===== src/uta_consts.svh =====
// offsets, field positions, reset values and levels of the serial channel
// assumes byte addresses on a 32-bit bus, one register per aligned word
`ifndef UTA_CONSTS_SVH
`define UTA_CONSTS_SVH

// register byte offsets
`define UTA_A_TXH      8'h00
`define UTA_A_RXH      8'h04
`define UTA_A_IEN      8'h08
`define UTA_A_IST      8'h0C
`define UTA_A_FCTL     8'h10
`define UTA_A_LCTL     8'h14
`define UTA_A_MCTL     8'h18
`define UTA_A_LSTAT    8'h1C
`define UTA_A_EFEAT    8'h20
`define UTA_A_DIV      8'h24
`define UTA_A_DFRAC    8'h28

// field positions
`define UTA_FC_EN      0
`define UTA_FC_RXRST   1
`define UTA_FC_TXRST   2
`define UTA_IE_RX      0
`define UTA_IE_TX      1
`define UTA_IE_RTS     6
`define UTA_IE_CTS     7
`define UTA_EF_ENH     4
`define UTA_EF_ARTS    6
`define UTA_EF_ACTS    7
`define UTA_MC_RTS     1
`define UTA_LC_STOP2   2
`define UTA_LC_PAREN   3
`define UTA_LC_EVEN    4

// reset values
`define UTA_RST_REG    8'h00
`define UTA_RST_DIV    16'h0001

// int_status codes
`define UTA_IS_NONE    8'h01
`define UTA_IS_TMO     8'h0C
`define UTA_IS_RXRDY   8'h04
`define UTA_IS_TXE     8'h02
`define UTA_IS_FLOW    8'h20

// sampling modes and samples per bit minus one
`define UTA_MODE_16X   2'h0
`define UTA_MODE_8X    2'h1
`define UTA_MODE_4X    2'h2
`define UTA_SPB_16X    4'hF
`define UTA_SPB_8X     4'h7
`define UTA_SPB_4X     4'h3

// fifo depth and trigger / hysteresis levels
`define UTA_DEPTH      6'h20
`define UTA_LVL_8      6'h08
`define UTA_LVL_16     6'h10
`define UTA_LVL_24     6'h18
`define UTA_LVL_28     6'h1C
`define UTA_LVL_0      6'h00
`define UTA_TMO_BASE   6'h14  // four words of five bits
`define UTA_TMO_EXTRA  6'h0C

`endif


===== src/uta_pkg.sv =====
// types shared by the serial channel core and its fifo storage
// assumes the constants header is compiled alongside
package uta_pkg;

   // serial frame position, shared by transmitter and receiver
   typedef enum logic [2:0] {
      UTA_IDLE  = 3'b000,
      UTA_START = 3'b001,
      UTA_DATA  = 3'b010,
      UTA_PAR   = 3'b011,
      UTA_STOP  = 3'b100
   } uta_ser_t;

   // one receive fifo entry: three error tags and the data byte
   typedef struct packed {
      logic       brk;
      logic       fe;
      logic       pe;
      logic [7:0] data;
   } uta_rx_ent_t;

   typedef struct packed {
      uta_ser_t   st;
      logic [3:0] cnt;
      logic [2:0] bitn;
      logic [7:0] sh;
      logic       par;
      logic       stopn;
      logic       txd;
   } uta_tx_t;

   typedef struct packed {
      uta_ser_t   st;
      logic [3:0] cnt;
      logic [2:0] bitn;
      logic [7:0] sh;
      logic       pe;
      logic       prev;
   } uta_rx_t;

   // whole state of the core
   typedef struct packed {
      logic        dp_act;
      logic        dp_wr;
      logic [7:0]  dp_addr;
      logic [31:0] rdata;
      logic [7:0]  int_enable;
      logic [7:0]  fifo_control;
      logic [7:0]  line_control;
      logic [7:0]  modem_control;
      logic [7:0]  enhanced_feature;
      logic [15:0] div;
      logic [7:0]  dfrac;
      logic [15:0] bcnt;
      logic        tick;
      logic [3:0]  btcnt;
      uta_tx_t     tx;
      uta_rx_t     rx;
      logic [5:0]  txwp;
      logic [5:0]  txrp;
      logic [5:0]  rxwp;
      logic [5:0]  rxrp;
      logic        ovr;
      logic [5:0]  tmo;
      logic        tmo_flag;
      logic        txe_int;
      logic        txe_prev;
      logic        fc_int;
      logic        rts_off;
      logic        rts_n;
      logic        cts_prev;
      logic        irq;
   } uta_state_t;

endpackage


===== src/uta_mem.sv =====
// 32-entry storage for one fifo, registered read data
// assumes write and read addresses come from the owning fifo pointers
`timescale 1ns/100ps
`default_nettype none
module uta_mem #(
   parameter int W = 8
) (
   // clock
   input  wire logic         clk,
   // write side
   input  wire logic         we,
   input  wire logic [4:0]   waddr,
   input  wire logic [W-1:0] wdata,
   // read side
   input  wire logic [4:0]   raddr,
   output logic      [W-1:0] rdata
);

   logic [W-1:0] mem [0:31];

   // write, and read with bypass so a fresh head is seen at once
   always_ff @(posedge clk) begin
      if (we) begin
         mem[waddr] <= wdata;
      end
      if (we && (waddr == raddr)) begin
         rdata <= wdata;
      end else begin
         rdata <= mem[raddr];
      end
   end

endmodule
`default_nettype wire


===== src/uta_core.sv =====
// one serial channel: transmitter, receiver, fifos, auto rts/cts
// assumes a single AHB-Lite master; rxd and cts_n synchronous to hclk
`timescale 1ns/100ps
`default_nettype none
`include "uta_consts.svh"

module uta_core
   import uta_pkg::*;
(
   // clock and reset
   input  wire logic        hclk,
   input  wire logic        hresetn,
   // AHB-Lite slave
   input  wire logic        hsel,
   input  wire logic [31:0] haddr,
   input  wire logic [1:0]  htrans,
   input  wire logic        hwrite,
   input  wire logic [2:0]  hsize,
   input  wire logic [31:0] hwdata,
   input  wire logic        hready,
   output logic             hreadyout,
   output logic             hresp,
   output logic      [31:0] hrdata,
   // serial link
   input  wire logic        rxd,
   output logic             txd,
   input  wire logic        cts_n,
   output logic             rts_n,
   // interrupt
   output logic             irq
);

   uta_state_t  s_q;
   uta_state_t  s_d;
   logic [5:0]  tx_cnt;
   logic [5:0]  rx_cnt;
   logic [5:0]  cap;
   logic [5:0]  rx_trig;
   logic [5:0]  rx_hi;
   logic [5:0]  rx_lo;
   logic [5:0]  tx_trig;
   logic [5:0]  tmo_lim;
   logic [3:0]  spb_m1;
   logic [3:0]  half_m1;
   logic [2:0]  wl_last;
   logic [7:0]  dmask;
   logic        rx_rdy;
   logic        txe_cond;
   logic [7:0]  isr_code;
   logic [7:0]  line_status;
   logic        ap;
   logic        tx_push;
   logic        tx_pop;
   logic        rx_push;
   logic        rx_pop;
   logic        rts_auto;
   logic [7:0]  tx_head;
   uta_rx_ent_t rx_head;
   uta_rx_ent_t rx_ent;
   logic [7:0]  wd;

   // the slave never stretches a transfer and always answers okay
   assign hreadyout = 1'b1;
   assign hresp     = 1'b0;
   assign hrdata    = s_q.rdata;
   assign txd       = s_q.tx.txd;
   assign rts_n     = s_q.rts_n;
   assign irq       = s_q.irq;
   assign wd        = hwdata[7:0];

   // fill levels; non-fifo mode behaves as a one-deep fifo
   assign tx_cnt = s_q.txwp - s_q.txrp;
   assign rx_cnt = s_q.rxwp - s_q.rxrp;
   assign cap    = s_q.fifo_control[`UTA_FC_EN] ? `UTA_DEPTH : 6'h01;
   assign ap     = hsel & htrans[1] & hready;
   assign rts_auto = s_q.enhanced_feature[`UTA_EF_ARTS] & s_q.modem_control[`UTA_MC_RTS];
   assign wl_last  = 3'h4 + {1'b0, s_q.line_control[1:0]};
   assign tmo_lim  = `UTA_TMO_BASE + {2'h0, s_q.line_control[1:0], 2'h0}
                     + `UTA_TMO_EXTRA;

   // level tables, bit timing and data mask
   always_comb begin
      unique case (s_q.fifo_control[7:6])
         2'h0: begin
            rx_trig = `UTA_LVL_8;
            rx_hi   = `UTA_LVL_16;
            rx_lo   = `UTA_LVL_0;
         end
         2'h1: begin
            rx_trig = `UTA_LVL_16;
            rx_hi   = `UTA_LVL_24;
            rx_lo   = `UTA_LVL_8;
         end
         2'h2: begin
            rx_trig = `UTA_LVL_24;
            rx_hi   = `UTA_LVL_28;
            rx_lo   = `UTA_LVL_16;
         end
         2'h3: begin
            rx_trig = `UTA_LVL_28;
            rx_hi   = `UTA_LVL_28;
            rx_lo   = `UTA_LVL_24;
         end
      endcase
      unique case (s_q.fifo_control[5:4])
         2'h0: tx_trig = `UTA_LVL_8;
         2'h1: tx_trig = `UTA_LVL_16;
         2'h2: tx_trig = `UTA_LVL_24;
         2'h3: tx_trig = `UTA_LVL_28;
      endcase
      unique case (s_q.dfrac[5:4])
         `UTA_MODE_8X: spb_m1 = `UTA_SPB_8X;
         `UTA_MODE_4X: spb_m1 = `UTA_SPB_4X;
         default:      spb_m1 = `UTA_SPB_16X;
      endcase
      half_m1 = spb_m1 >> 1;
      dmask   = 8'hFF >> (2'h3 - s_q.line_control[1:0]);
   end

   // interrupt sources and line status
   always_comb begin
      rx_rdy   = s_q.fifo_control[`UTA_FC_EN] ? (rx_cnt >= rx_trig)
                                     : (rx_cnt != 6'h00);
      txe_cond = s_q.fifo_control[`UTA_FC_EN] ? (tx_cnt < tx_trig)
                                     : (tx_cnt == 6'h00);
      if (s_q.int_enable[`UTA_IE_RX] && s_q.tmo_flag) begin
         isr_code = `UTA_IS_TMO;
      end else if (s_q.int_enable[`UTA_IE_RX] && rx_rdy) begin
         isr_code = `UTA_IS_RXRDY;
      end else if (s_q.int_enable[`UTA_IE_TX] && s_q.txe_int) begin
         isr_code = `UTA_IS_TXE;
      end else if (s_q.fc_int) begin
         isr_code = `UTA_IS_FLOW;
      end else begin
         isr_code = `UTA_IS_NONE;
      end
      line_status = 8'h00;
      line_status[0] = (rx_cnt != 6'h00);
      line_status[1] = s_q.ovr;
      if (rx_cnt != 6'h00) begin
         line_status[4:2] = {rx_head.brk, rx_head.fe, rx_head.pe};
      end
      line_status[5] = (tx_cnt == 6'h00);
      line_status[6] = (tx_cnt == 6'h00) && (s_q.tx.st == UTA_IDLE);
   end

   // next state of the whole channel
   always_comb begin
      s_d     = s_q;
      tx_push = 1'b0;
      tx_pop  = 1'b0;
      rx_push = 1'b0;
      rx_pop  = 1'b0;
      rx_ent  = '0;

      // oversampling tick from the integer divisor
      s_d.tick = 1'b0;
      if (s_q.bcnt + 16'h0001 >= s_q.div) begin
         s_d.bcnt = 16'h0000;
         s_d.tick = 1'b1;
      end else begin
         s_d.bcnt = s_q.bcnt + 16'h0001;
      end

      // address phase: reads answered and their side effects taken
      s_d.dp_act  = ap;
      s_d.dp_wr   = hwrite;
      s_d.dp_addr = haddr[7:0];
      if (ap && !hwrite) begin
         s_d.rdata = 32'h0000_0000;
         unique case (haddr[7:0])
            `UTA_A_RXH: begin
               s_d.rdata[7:0] = rx_head.data;
               rx_pop = (rx_cnt != 6'h00);
            end
            `UTA_A_IEN:   s_d.rdata[7:0] = s_q.int_enable;
            `UTA_A_IST: begin
               s_d.rdata[7:0] = isr_code;
               if (isr_code == `UTA_IS_TXE) s_d.txe_int = 1'b0;
               if (isr_code == `UTA_IS_FLOW) s_d.fc_int = 1'b0;
            end
            `UTA_A_FCTL:  s_d.rdata[7:0] = s_q.fifo_control;
            `UTA_A_LCTL:  s_d.rdata[7:0] = s_q.line_control;
            `UTA_A_MCTL:  s_d.rdata[7:0] = s_q.modem_control;
            `UTA_A_LSTAT: begin
               s_d.rdata[7:0] = line_status;
               s_d.ovr = 1'b0;
            end
            `UTA_A_EFEAT: s_d.rdata[7:0] = s_q.enhanced_feature;
            `UTA_A_DIV:   s_d.rdata[15:0] = s_q.div;
            `UTA_A_DFRAC: s_d.rdata[7:0] = s_q.dfrac;
            default:      s_d.rdata = 32'h0000_0000;
         endcase
      end

      // data phase: writes land with hwdata
      if (s_q.dp_act && s_q.dp_wr) begin
         unique case (s_q.dp_addr)
            `UTA_A_TXH: begin
               tx_push = (tx_cnt < cap);
               s_d.txe_int = 1'b0;
            end
            `UTA_A_IEN: begin
               s_d.int_enable[3:0] = wd[3:0];
               if (s_q.enhanced_feature[`UTA_EF_ENH]) s_d.int_enable[7:4] = wd[7:4];
            end
            `UTA_A_FCTL: begin
               s_d.fifo_control = {wd[7:3], 2'h0, wd[0]};
               if (wd[`UTA_FC_RXRST] || (wd[0] != s_q.fifo_control[0])) begin
                  s_d.rxrp = s_q.rxwp;
               end
               if (wd[`UTA_FC_TXRST] || (wd[0] != s_q.fifo_control[0])) begin
                  s_d.txrp = s_q.txwp;
               end
            end
            `UTA_A_LCTL:  s_d.line_control = wd;
            `UTA_A_MCTL:  s_d.modem_control = wd;
            `UTA_A_EFEAT: s_d.enhanced_feature = wd;
            `UTA_A_DIV:   s_d.div = hwdata[15:0];
            `UTA_A_DFRAC: s_d.dfrac = wd;
            default: begin
            end
         endcase
      end

      // free bit clock for the time-out
      if (s_q.tick) begin
         s_d.btcnt = (s_q.btcnt == spb_m1) ? 4'h0 : s_q.btcnt + 4'h1;
      end

      // transmitter
      unique case (s_q.tx.st)
         UTA_IDLE: begin
            s_d.tx.txd = 1'b1;
            if (s_q.tick && (tx_cnt != 6'h00) &&
                !(s_q.enhanced_feature[`UTA_EF_ACTS] && cts_n)) begin
               s_d.tx.sh  = tx_head & dmask;
               s_d.tx.par = (^(tx_head & dmask)) ^ ~s_q.line_control[`UTA_LC_EVEN];
               s_d.tx.st  = UTA_START;
               s_d.tx.cnt = 4'h0;
               s_d.tx.txd = 1'b0;
               tx_pop     = 1'b1;
            end
         end
         default: begin
            if (s_q.tick) begin
               if (s_q.tx.cnt == spb_m1) begin
                  s_d.tx.cnt = 4'h0;
                  unique case (s_q.tx.st)
                     UTA_START: begin
                        s_d.tx.st   = UTA_DATA;
                        s_d.tx.bitn = 3'h0;
                        s_d.tx.txd  = s_q.tx.sh[0];
                     end
                     UTA_DATA: begin
                        if (s_q.tx.bitn == wl_last) begin
                           s_d.tx.stopn = s_q.line_control[`UTA_LC_STOP2];
                           if (s_q.line_control[`UTA_LC_PAREN]) begin
                              s_d.tx.st  = UTA_PAR;
                              s_d.tx.txd = s_q.tx.par;
                           end else begin
                              s_d.tx.st  = UTA_STOP;
                              s_d.tx.txd = 1'b1;
                           end
                        end else begin
                           s_d.tx.bitn = s_q.tx.bitn + 3'h1;
                           s_d.tx.txd  = s_q.tx.sh[s_q.tx.bitn + 3'h1];
                        end
                     end
                     UTA_PAR: begin
                        s_d.tx.st  = UTA_STOP;
                        s_d.tx.txd = 1'b1;
                     end
                     default: begin
                        if (s_q.tx.stopn) begin
                           s_d.tx.stopn = 1'b0;
                        end else begin
                           s_d.tx.st = UTA_IDLE;
                        end
                     end
                  endcase
               end else begin
                  s_d.tx.cnt = s_q.tx.cnt + 4'h1;
                  // last stop tick is spent in idle so frames abut
                  if ((s_q.tx.st == UTA_STOP) && !s_q.tx.stopn &&
                      (s_d.tx.cnt == spb_m1)) begin
                     s_d.tx.st = UTA_IDLE;
                  end
               end
            end
         end
      endcase

      // receiver
      s_d.rx.prev = rxd;
      unique case (s_q.rx.st)
         UTA_IDLE: begin
            if (s_q.rx.prev && !rxd) begin
               s_d.rx.st  = UTA_START;
               s_d.rx.cnt = 4'h0;
               s_d.rx.sh  = 8'h00;
               s_d.rx.pe  = 1'b0;
            end
         end
         UTA_START: begin
            if (s_q.tick) begin
               if (s_q.rx.cnt == half_m1) begin
                  s_d.rx.cnt  = 4'h0;
                  s_d.rx.bitn = 3'h0;
                  s_d.rx.st   = rxd ? UTA_IDLE : UTA_DATA;
               end else begin
                  s_d.rx.cnt = s_q.rx.cnt + 4'h1;
               end
            end
         end
         UTA_DATA, UTA_PAR, UTA_STOP: begin
            if (s_q.tick) begin
               if (s_q.rx.cnt == spb_m1) begin
                  s_d.rx.cnt = 4'h0;
                  if (s_q.rx.st == UTA_DATA) begin
                     s_d.rx.sh[s_q.rx.bitn] = rxd;
                     if (s_q.rx.bitn == wl_last) begin
                        s_d.rx.st = s_q.line_control[`UTA_LC_PAREN] ? UTA_PAR
                                                           : UTA_STOP;
                     end else begin
                        s_d.rx.bitn = s_q.rx.bitn + 3'h1;
                     end
                  end else if (s_q.rx.st == UTA_PAR) begin
                     s_d.rx.pe = rxd ^ (^s_q.rx.sh)
                                 ^ ~s_q.line_control[`UTA_LC_EVEN];
                     s_d.rx.st = UTA_STOP;
                  end else begin
                     rx_ent.data = s_q.rx.sh;
                     rx_ent.pe   = s_q.rx.pe;
                     rx_ent.fe   = !rxd;
                     rx_ent.brk  = !rxd && (s_q.rx.sh == 8'h00);
                     s_d.rx.st   = UTA_IDLE;
                     if ((rx_cnt - {5'h00, rx_pop}) < cap) begin
                        rx_push = 1'b1;
                     end else begin
                        s_d.ovr = 1'b1;
                     end
                  end
               end else begin
                  s_d.rx.cnt = s_q.rx.cnt + 4'h1;
               end
            end
         end
         default: s_d.rx.st = UTA_IDLE;
      endcase

      // fifo pointers
      if (tx_push) s_d.txwp = s_q.txwp + 6'h01;
      if (tx_pop)  s_d.txrp = s_q.txrp + 6'h01;
      if (rx_push) s_d.rxwp = s_q.rxwp + 6'h01;
      if (rx_pop)  s_d.rxrp = s_q.rxrp + 6'h01;

      // receive time-out counts bit times while data waits unread
      if ((rx_cnt == 6'h00) || rx_push || rx_pop) begin
         s_d.tmo      = 6'h00;
         s_d.tmo_flag = 1'b0;
      end else if (s_q.tick && (s_q.btcnt == spb_m1)) begin
         if (s_q.tmo + 6'h01 >= tmo_lim) begin
            s_d.tmo_flag = 1'b1;
         end else begin
            s_d.tmo = s_q.tmo + 6'h01;
         end
      end

      // transmit-empty event, set wins over any clear above
      s_d.txe_prev = txe_cond;
      if (txe_cond && !s_q.txe_prev) s_d.txe_int = 1'b1;

      // auto rts with hysteresis
      if (!rts_auto) begin
         s_d.rts_off = 1'b0;
      end else if (rx_cnt >= rx_hi) begin
         s_d.rts_off = 1'b1;
      end else if (rx_cnt <= rx_lo) begin
         s_d.rts_off = 1'b0;
      end
      s_d.rts_n = !(s_q.modem_control[`UTA_MC_RTS] &&
                    !(s_q.enhanced_feature[`UTA_EF_ARTS] && s_q.rts_off));

      // flow-control interrupt on rts_n or cts_n rising
      s_d.cts_prev = cts_n;
      if (s_q.int_enable[`UTA_IE_RTS] && s_d.rts_n && !s_q.rts_n) begin
         s_d.fc_int = 1'b1;
      end
      if (s_q.int_enable[`UTA_IE_CTS] && cts_n && !s_q.cts_prev) begin
         s_d.fc_int = 1'b1;
      end
      s_d.irq = (isr_code != `UTA_IS_NONE);
   end

   // state register
   always_ff @(posedge hclk or negedge hresetn) begin
      if (!hresetn) begin
         s_q          <= '0;
         s_q.div      <= `UTA_RST_DIV;
         s_q.tx.txd   <= 1'b1;
         s_q.rx.prev  <= 1'b1;
         s_q.rts_n    <= 1'b1;
         s_q.cts_prev <= 1'b1;
         s_q.txe_prev <= 1'b1;
      end else begin
         s_q <= s_d;
      end
   end

   // transmit fifo storage
   uta_mem #(.W(8)) u_txmem (
      .clk   (hclk),
      .we    (tx_push),
      .waddr (s_q.txwp[4:0]),
      .wdata (wd),
      .raddr (s_d.txrp[4:0]),
      .rdata (tx_head)
   );

   // receive fifo storage, data plus error tags
   uta_mem #(.W(11)) u_rxmem (
      .clk   (hclk),
      .we    (rx_push),
      .waddr (s_q.rxwp[4:0]),
      .wdata (rx_ent),
      .raddr (s_d.rxrp[4:0]),
      .rdata (rx_head)
   );

endmodule
`default_nettype wire


===== config.mk =====
export PLATFORM = sky130hd
export DESIGN_NAME = uta_core
export DESIGN_NICKNAME = d
export VERILOG_FILES = /design/src/uta_pkg.sv /design/src/uta_mem.sv /design/src/uta_core.sv
export VERILOG_INCLUDE_DIRS = /design/src
export SDC_FILE = /design/constraint.sdc
export NUM_CORES = 1
export LEC_CHECK = 0
export BUFFER_PORTS_ARGS = -buffer_cell sky130_fd_sc_hd__buf_4
export CAP_MARGIN = 10
export CORE_MARGIN = 4
export CORE_UTILIZATION = 30
export CTS_CLUSTER_DIAMETER = 100
export CTS_CLUSTER_SIZE = 16
export DETAILED_ROUTE_END_ITERATION = 7
export HOLD_SLACK_MARGIN = 0.12
export PLACE_DENSITY_LB_ADDON = 0.1
export SYNTH_ARGS = -nofsm -noshare
export SYNTH_HDL_FRONTEND = slang
export SYNTH_SLANG_ARGS = --single-unit

===== constraint.sdc =====
create_clock -name hclk -period 5 [get_ports hclk]
set_clock_uncertainty 0.15 [all_clocks]
set_input_delay 0.5 -clock hclk [delete_from_list [all_inputs] [get_ports hclk]]
set_output_delay 0.5 -clock hclk [all_outputs]
set_load 0.01 [all_outputs]

==> flow_summary.yaml <==
sta:
  finalCritPeriodShare_pct: 93.5
  finalCriticalPeriod_ns: 4.68
  rsz0062_at_grt: "false"
  worst_slew_pin_slew_ns: 1.01
  setup_viol: 0
  maxSlewViolCount: 0
  hold_violations: 0
  setup_tns_ns: 0
  holdWs_ns: 0.182
  slew-limit-headroom_pct: 32.7
  fmaxAchievable_ghz: 0.214
setup_path:
  r2r-start: "s_q[21]$_DFFE_PN0P_"
  worstSetupEndpointType: "flop"
  reg2reg_slack_ns: 0.32
  cp.arrival_ns: 4.86
  endpoint: "u_rxmem.mem[0][2]$_DFFE_PP_"
  r2r_end: "u_rxmem.mem[0][2]$_DFFE_PP_"
  worstPathRequired_ns: 5.19
  critPathLaunchType: "flop"
  cp_max_fo: 11
  r2r_cells: 22
  critical_path_class: "flop to flop"
  critical_path.startpoint: "s_q[21]$_DFFE_PN0P_"
synthesis:
  synth-edff-count: 608
  yosysSeqAreaShare_pct: 67.1
  synthTopCellsByCount: "edfxtp_1, dfrtp_1, mux4_2"
  synth_area_um2: 34500
  avgSynthCellArea_um2: 16.3
  ys_types: 78
  syn_inst: 2125
  yosysMostFrequentCell: "edfxtp_1"
  ys_ff_latch: 807
  async_reset_ff_share_pct: 23.4
  synth_area_leaders: "edfxtp_1, dfrtp_1, mux4_2, mux2_2, ha_1"
  yosysWarnings: 0
  synth_top_area_share_pct: 52.8
  synth_top_area_cell: "edfxtp_1"
  synth_ff_type: "edfxtp_1"
finish:
  fin_area_um2: 39200
  area_growth_pct: 13.5
  fin_nets: 2418
  antenna_cells: 0
  stdcell_count: 3836
  drive_gt1_share_pct: 22.3
floorplanning:
  die_x_um: 347
  start_util_pct: 30.2
  io_pins: 113
  coreArea_um2: 114000
  die_height_um: 347
  fp-row-count: 124
  die-area_um2: 121000
placement:
  placed_cells: 3705
  io_buffers: 50
  place_congestion: 0.779
  place_hpwl_um: 61000
  postPlaceCellArea_um2: 37300
route:
  drc: 0
  first_iter_violations: 1422
  wl_um: 92400
  viasPerCell: 4.93
  first_pass_iters: 5
  antenna_left: 0
  wire_per_inst_um: 24.1
  num_vias: 18896
pwr:
  clkPwrFrac_pct: 36.7
  total_power_w: 0.0124
  internal_power_w: 0.00968
  cellLeakagePower_nw: 13.8
  combPwrFrac_pct: 4.5
  seqPwrFrac_pct: 58.8
  p_sw_share_pct: 22.2
  powerDensity_nw_per_um2: 317
  switchingPower_w: 0.00275
  ir_worst_vdd_v: 0.000271
clocking:
  clockBufferDepth: 3
  clk_pin_slew_worst_paths_ns: 0.08
  cts_sinks: 807
  cts_buffers: 57
  root_buffer: "clkbuf_16"
  clock_latency_ns: 0.67
  htree_levels: 2
  tritoncts: "done"
grt:
  grt_pass1_vias: 19567
  grt_pass1_wl_um: 136000
  antenna_found_initial: 6
  grt_max_degree: 96
  grt_use_total_pct: 15.2
  grt_overflow_total: 0
run:
  maxCapViolations: 0
worst_hold_path:
  min_from: "hwdata[5]"
  holdCritPathClass: "input pin to flop"
run_status:
  status: "finished, final reports clean"
## area by class of cell
cell class	instances	area, µm²
repair buffers	191	1590
inverters	66	248
clock inverters	8	98.8
multi-input cells	1152	10600
well taps	1512	1890
flip-flops and latches	807	23200
clock buffers	100	1590
fillers	10904	75100
## power groups by stage
stage	clock, W	combinational [W]	sequential (W)
after floorplan	0	0.000358	0.00741
after global placement	0	0.000543	0.00745
final	0.00456	0.000560	0.00731
after global routing	0.00502	0.000633	0.00732
after detailed placement	0	0.000553	0.00746
after CTS	0.00476	0.000570	0.00731
## critical path: stages, from the launching register on
cell and delay [ns]:
dfrtp_1 0.38, inv_1 0.15, ha_1 0.20, inv_1 0.05, fa_1 0.40, nand2_1 0.08, nand2_1 0.05, a21oi_1 0.17
xnor2_1 0.19, nor3_2 0.08, a311o_1 0.38, inv_1 0.13, ha_1 0.19, and3_1 0.19, nand2_1 0.07, xor2_1 0.14
ha_1 0.30, o41ai_2 0.06, and3b_2 0.30, nand2_1 0.08, buf_4 0.21, nor2_1 0.13, buf_4 0.24
## kinds of logic (layout without fill, tap and decap cells)
family | Yosys count | in the layout | synth area share [%]
and+or+nand+nor | 456 | 456 | 6.28
DFF | 807 | 807 | 67.1
buffers and inverters | 182 | 365 | 2.54
muxes | 279 | 279 | 14.6
adders and majority gates | 67 | 67 | 2.47
xor gates and xnor gates | 71 | 71 | 1.90
other | 2 | 18 | 0.0217
AOI/OAI and AO/OA | 261 | 261 | 5.06
## registers in the layout (all words and copies together) (netlist names), named ones only
signal	cells
irq	1
u_rxmem.mem	352
rts_n	1
txd	1
hrdata	16
u_txmem.mem	256
s_q	169
line_status	1
## per-stage QoR
stage | setup slack [ns] | util (%)
after floorplan | 0.0591 | -
after global placement | 0.238 | 32.6
after detailed placement | 0.267 | 32.6
after CTS | 0.204 | 34.3
after global routing | 0.0148 | 34.3
final | 0.323 | 34.3
## layer usage
metal	GRT usage [%]	vias to the layer above	part of all wire [%]
li1	-	8484	-
met1	23.5	10000	50
met2	23.0	324	45
met3	2.06	88	3.7
met4	2.91	0	1.6
met5	0	-	0
## worst min-delay path by stage
stage,cells past startpoint,slack (ns),end
finish,1,0.18,u_txmem.mem[0][5]$_DFFE_PP_
global route,1,0.16,u_txmem.mem[27][4]$_DFFE_PP_
CTS,1,0.13,u_txmem.mem[27][4]$_DFFE_PP_
detailed placement,2,0.33,hrdata[6]$_DFFE_PN0P_
global placement,2,0.34,s_q[66]$_DFFE_PN0P_
floorplan,0,0.05,hrdata[0]$_DFFE_PN0P_
## cells in the final DEF (no fill, tap or decap), drive strengths merged, types with 10 or more instances in the layout
cell type	instances
a22o	13
dfxtp	10
a211oi	10
nand2b	21
a21o	13
a222oi	10
buf	167
mux2	76
nor2b	23
nor3	20
nor2	146
a22oi	20
mux2i	31
edfxtp	608
and2	16
mux4	172
o21ai	63
a31oi	11
nand3b	13
clkbuf	101
o22ai	14
ha	65
dfrtp	183
nand2	122
a21oi	51
dlygate4sd3	23
nand4	12
nand3	38
xor2	26
conb	18
xnor2	43
and3	10
inv	68
## repair_timing
action	in CTS	in global routing
setup endpoints to repair	0	368
endpoints found under the hold margin	132	0
hold buffers	23	0
resized for setup	0	6
setup buffers	0	0
No activity file was read; power rests on OpenSTA's default activity.
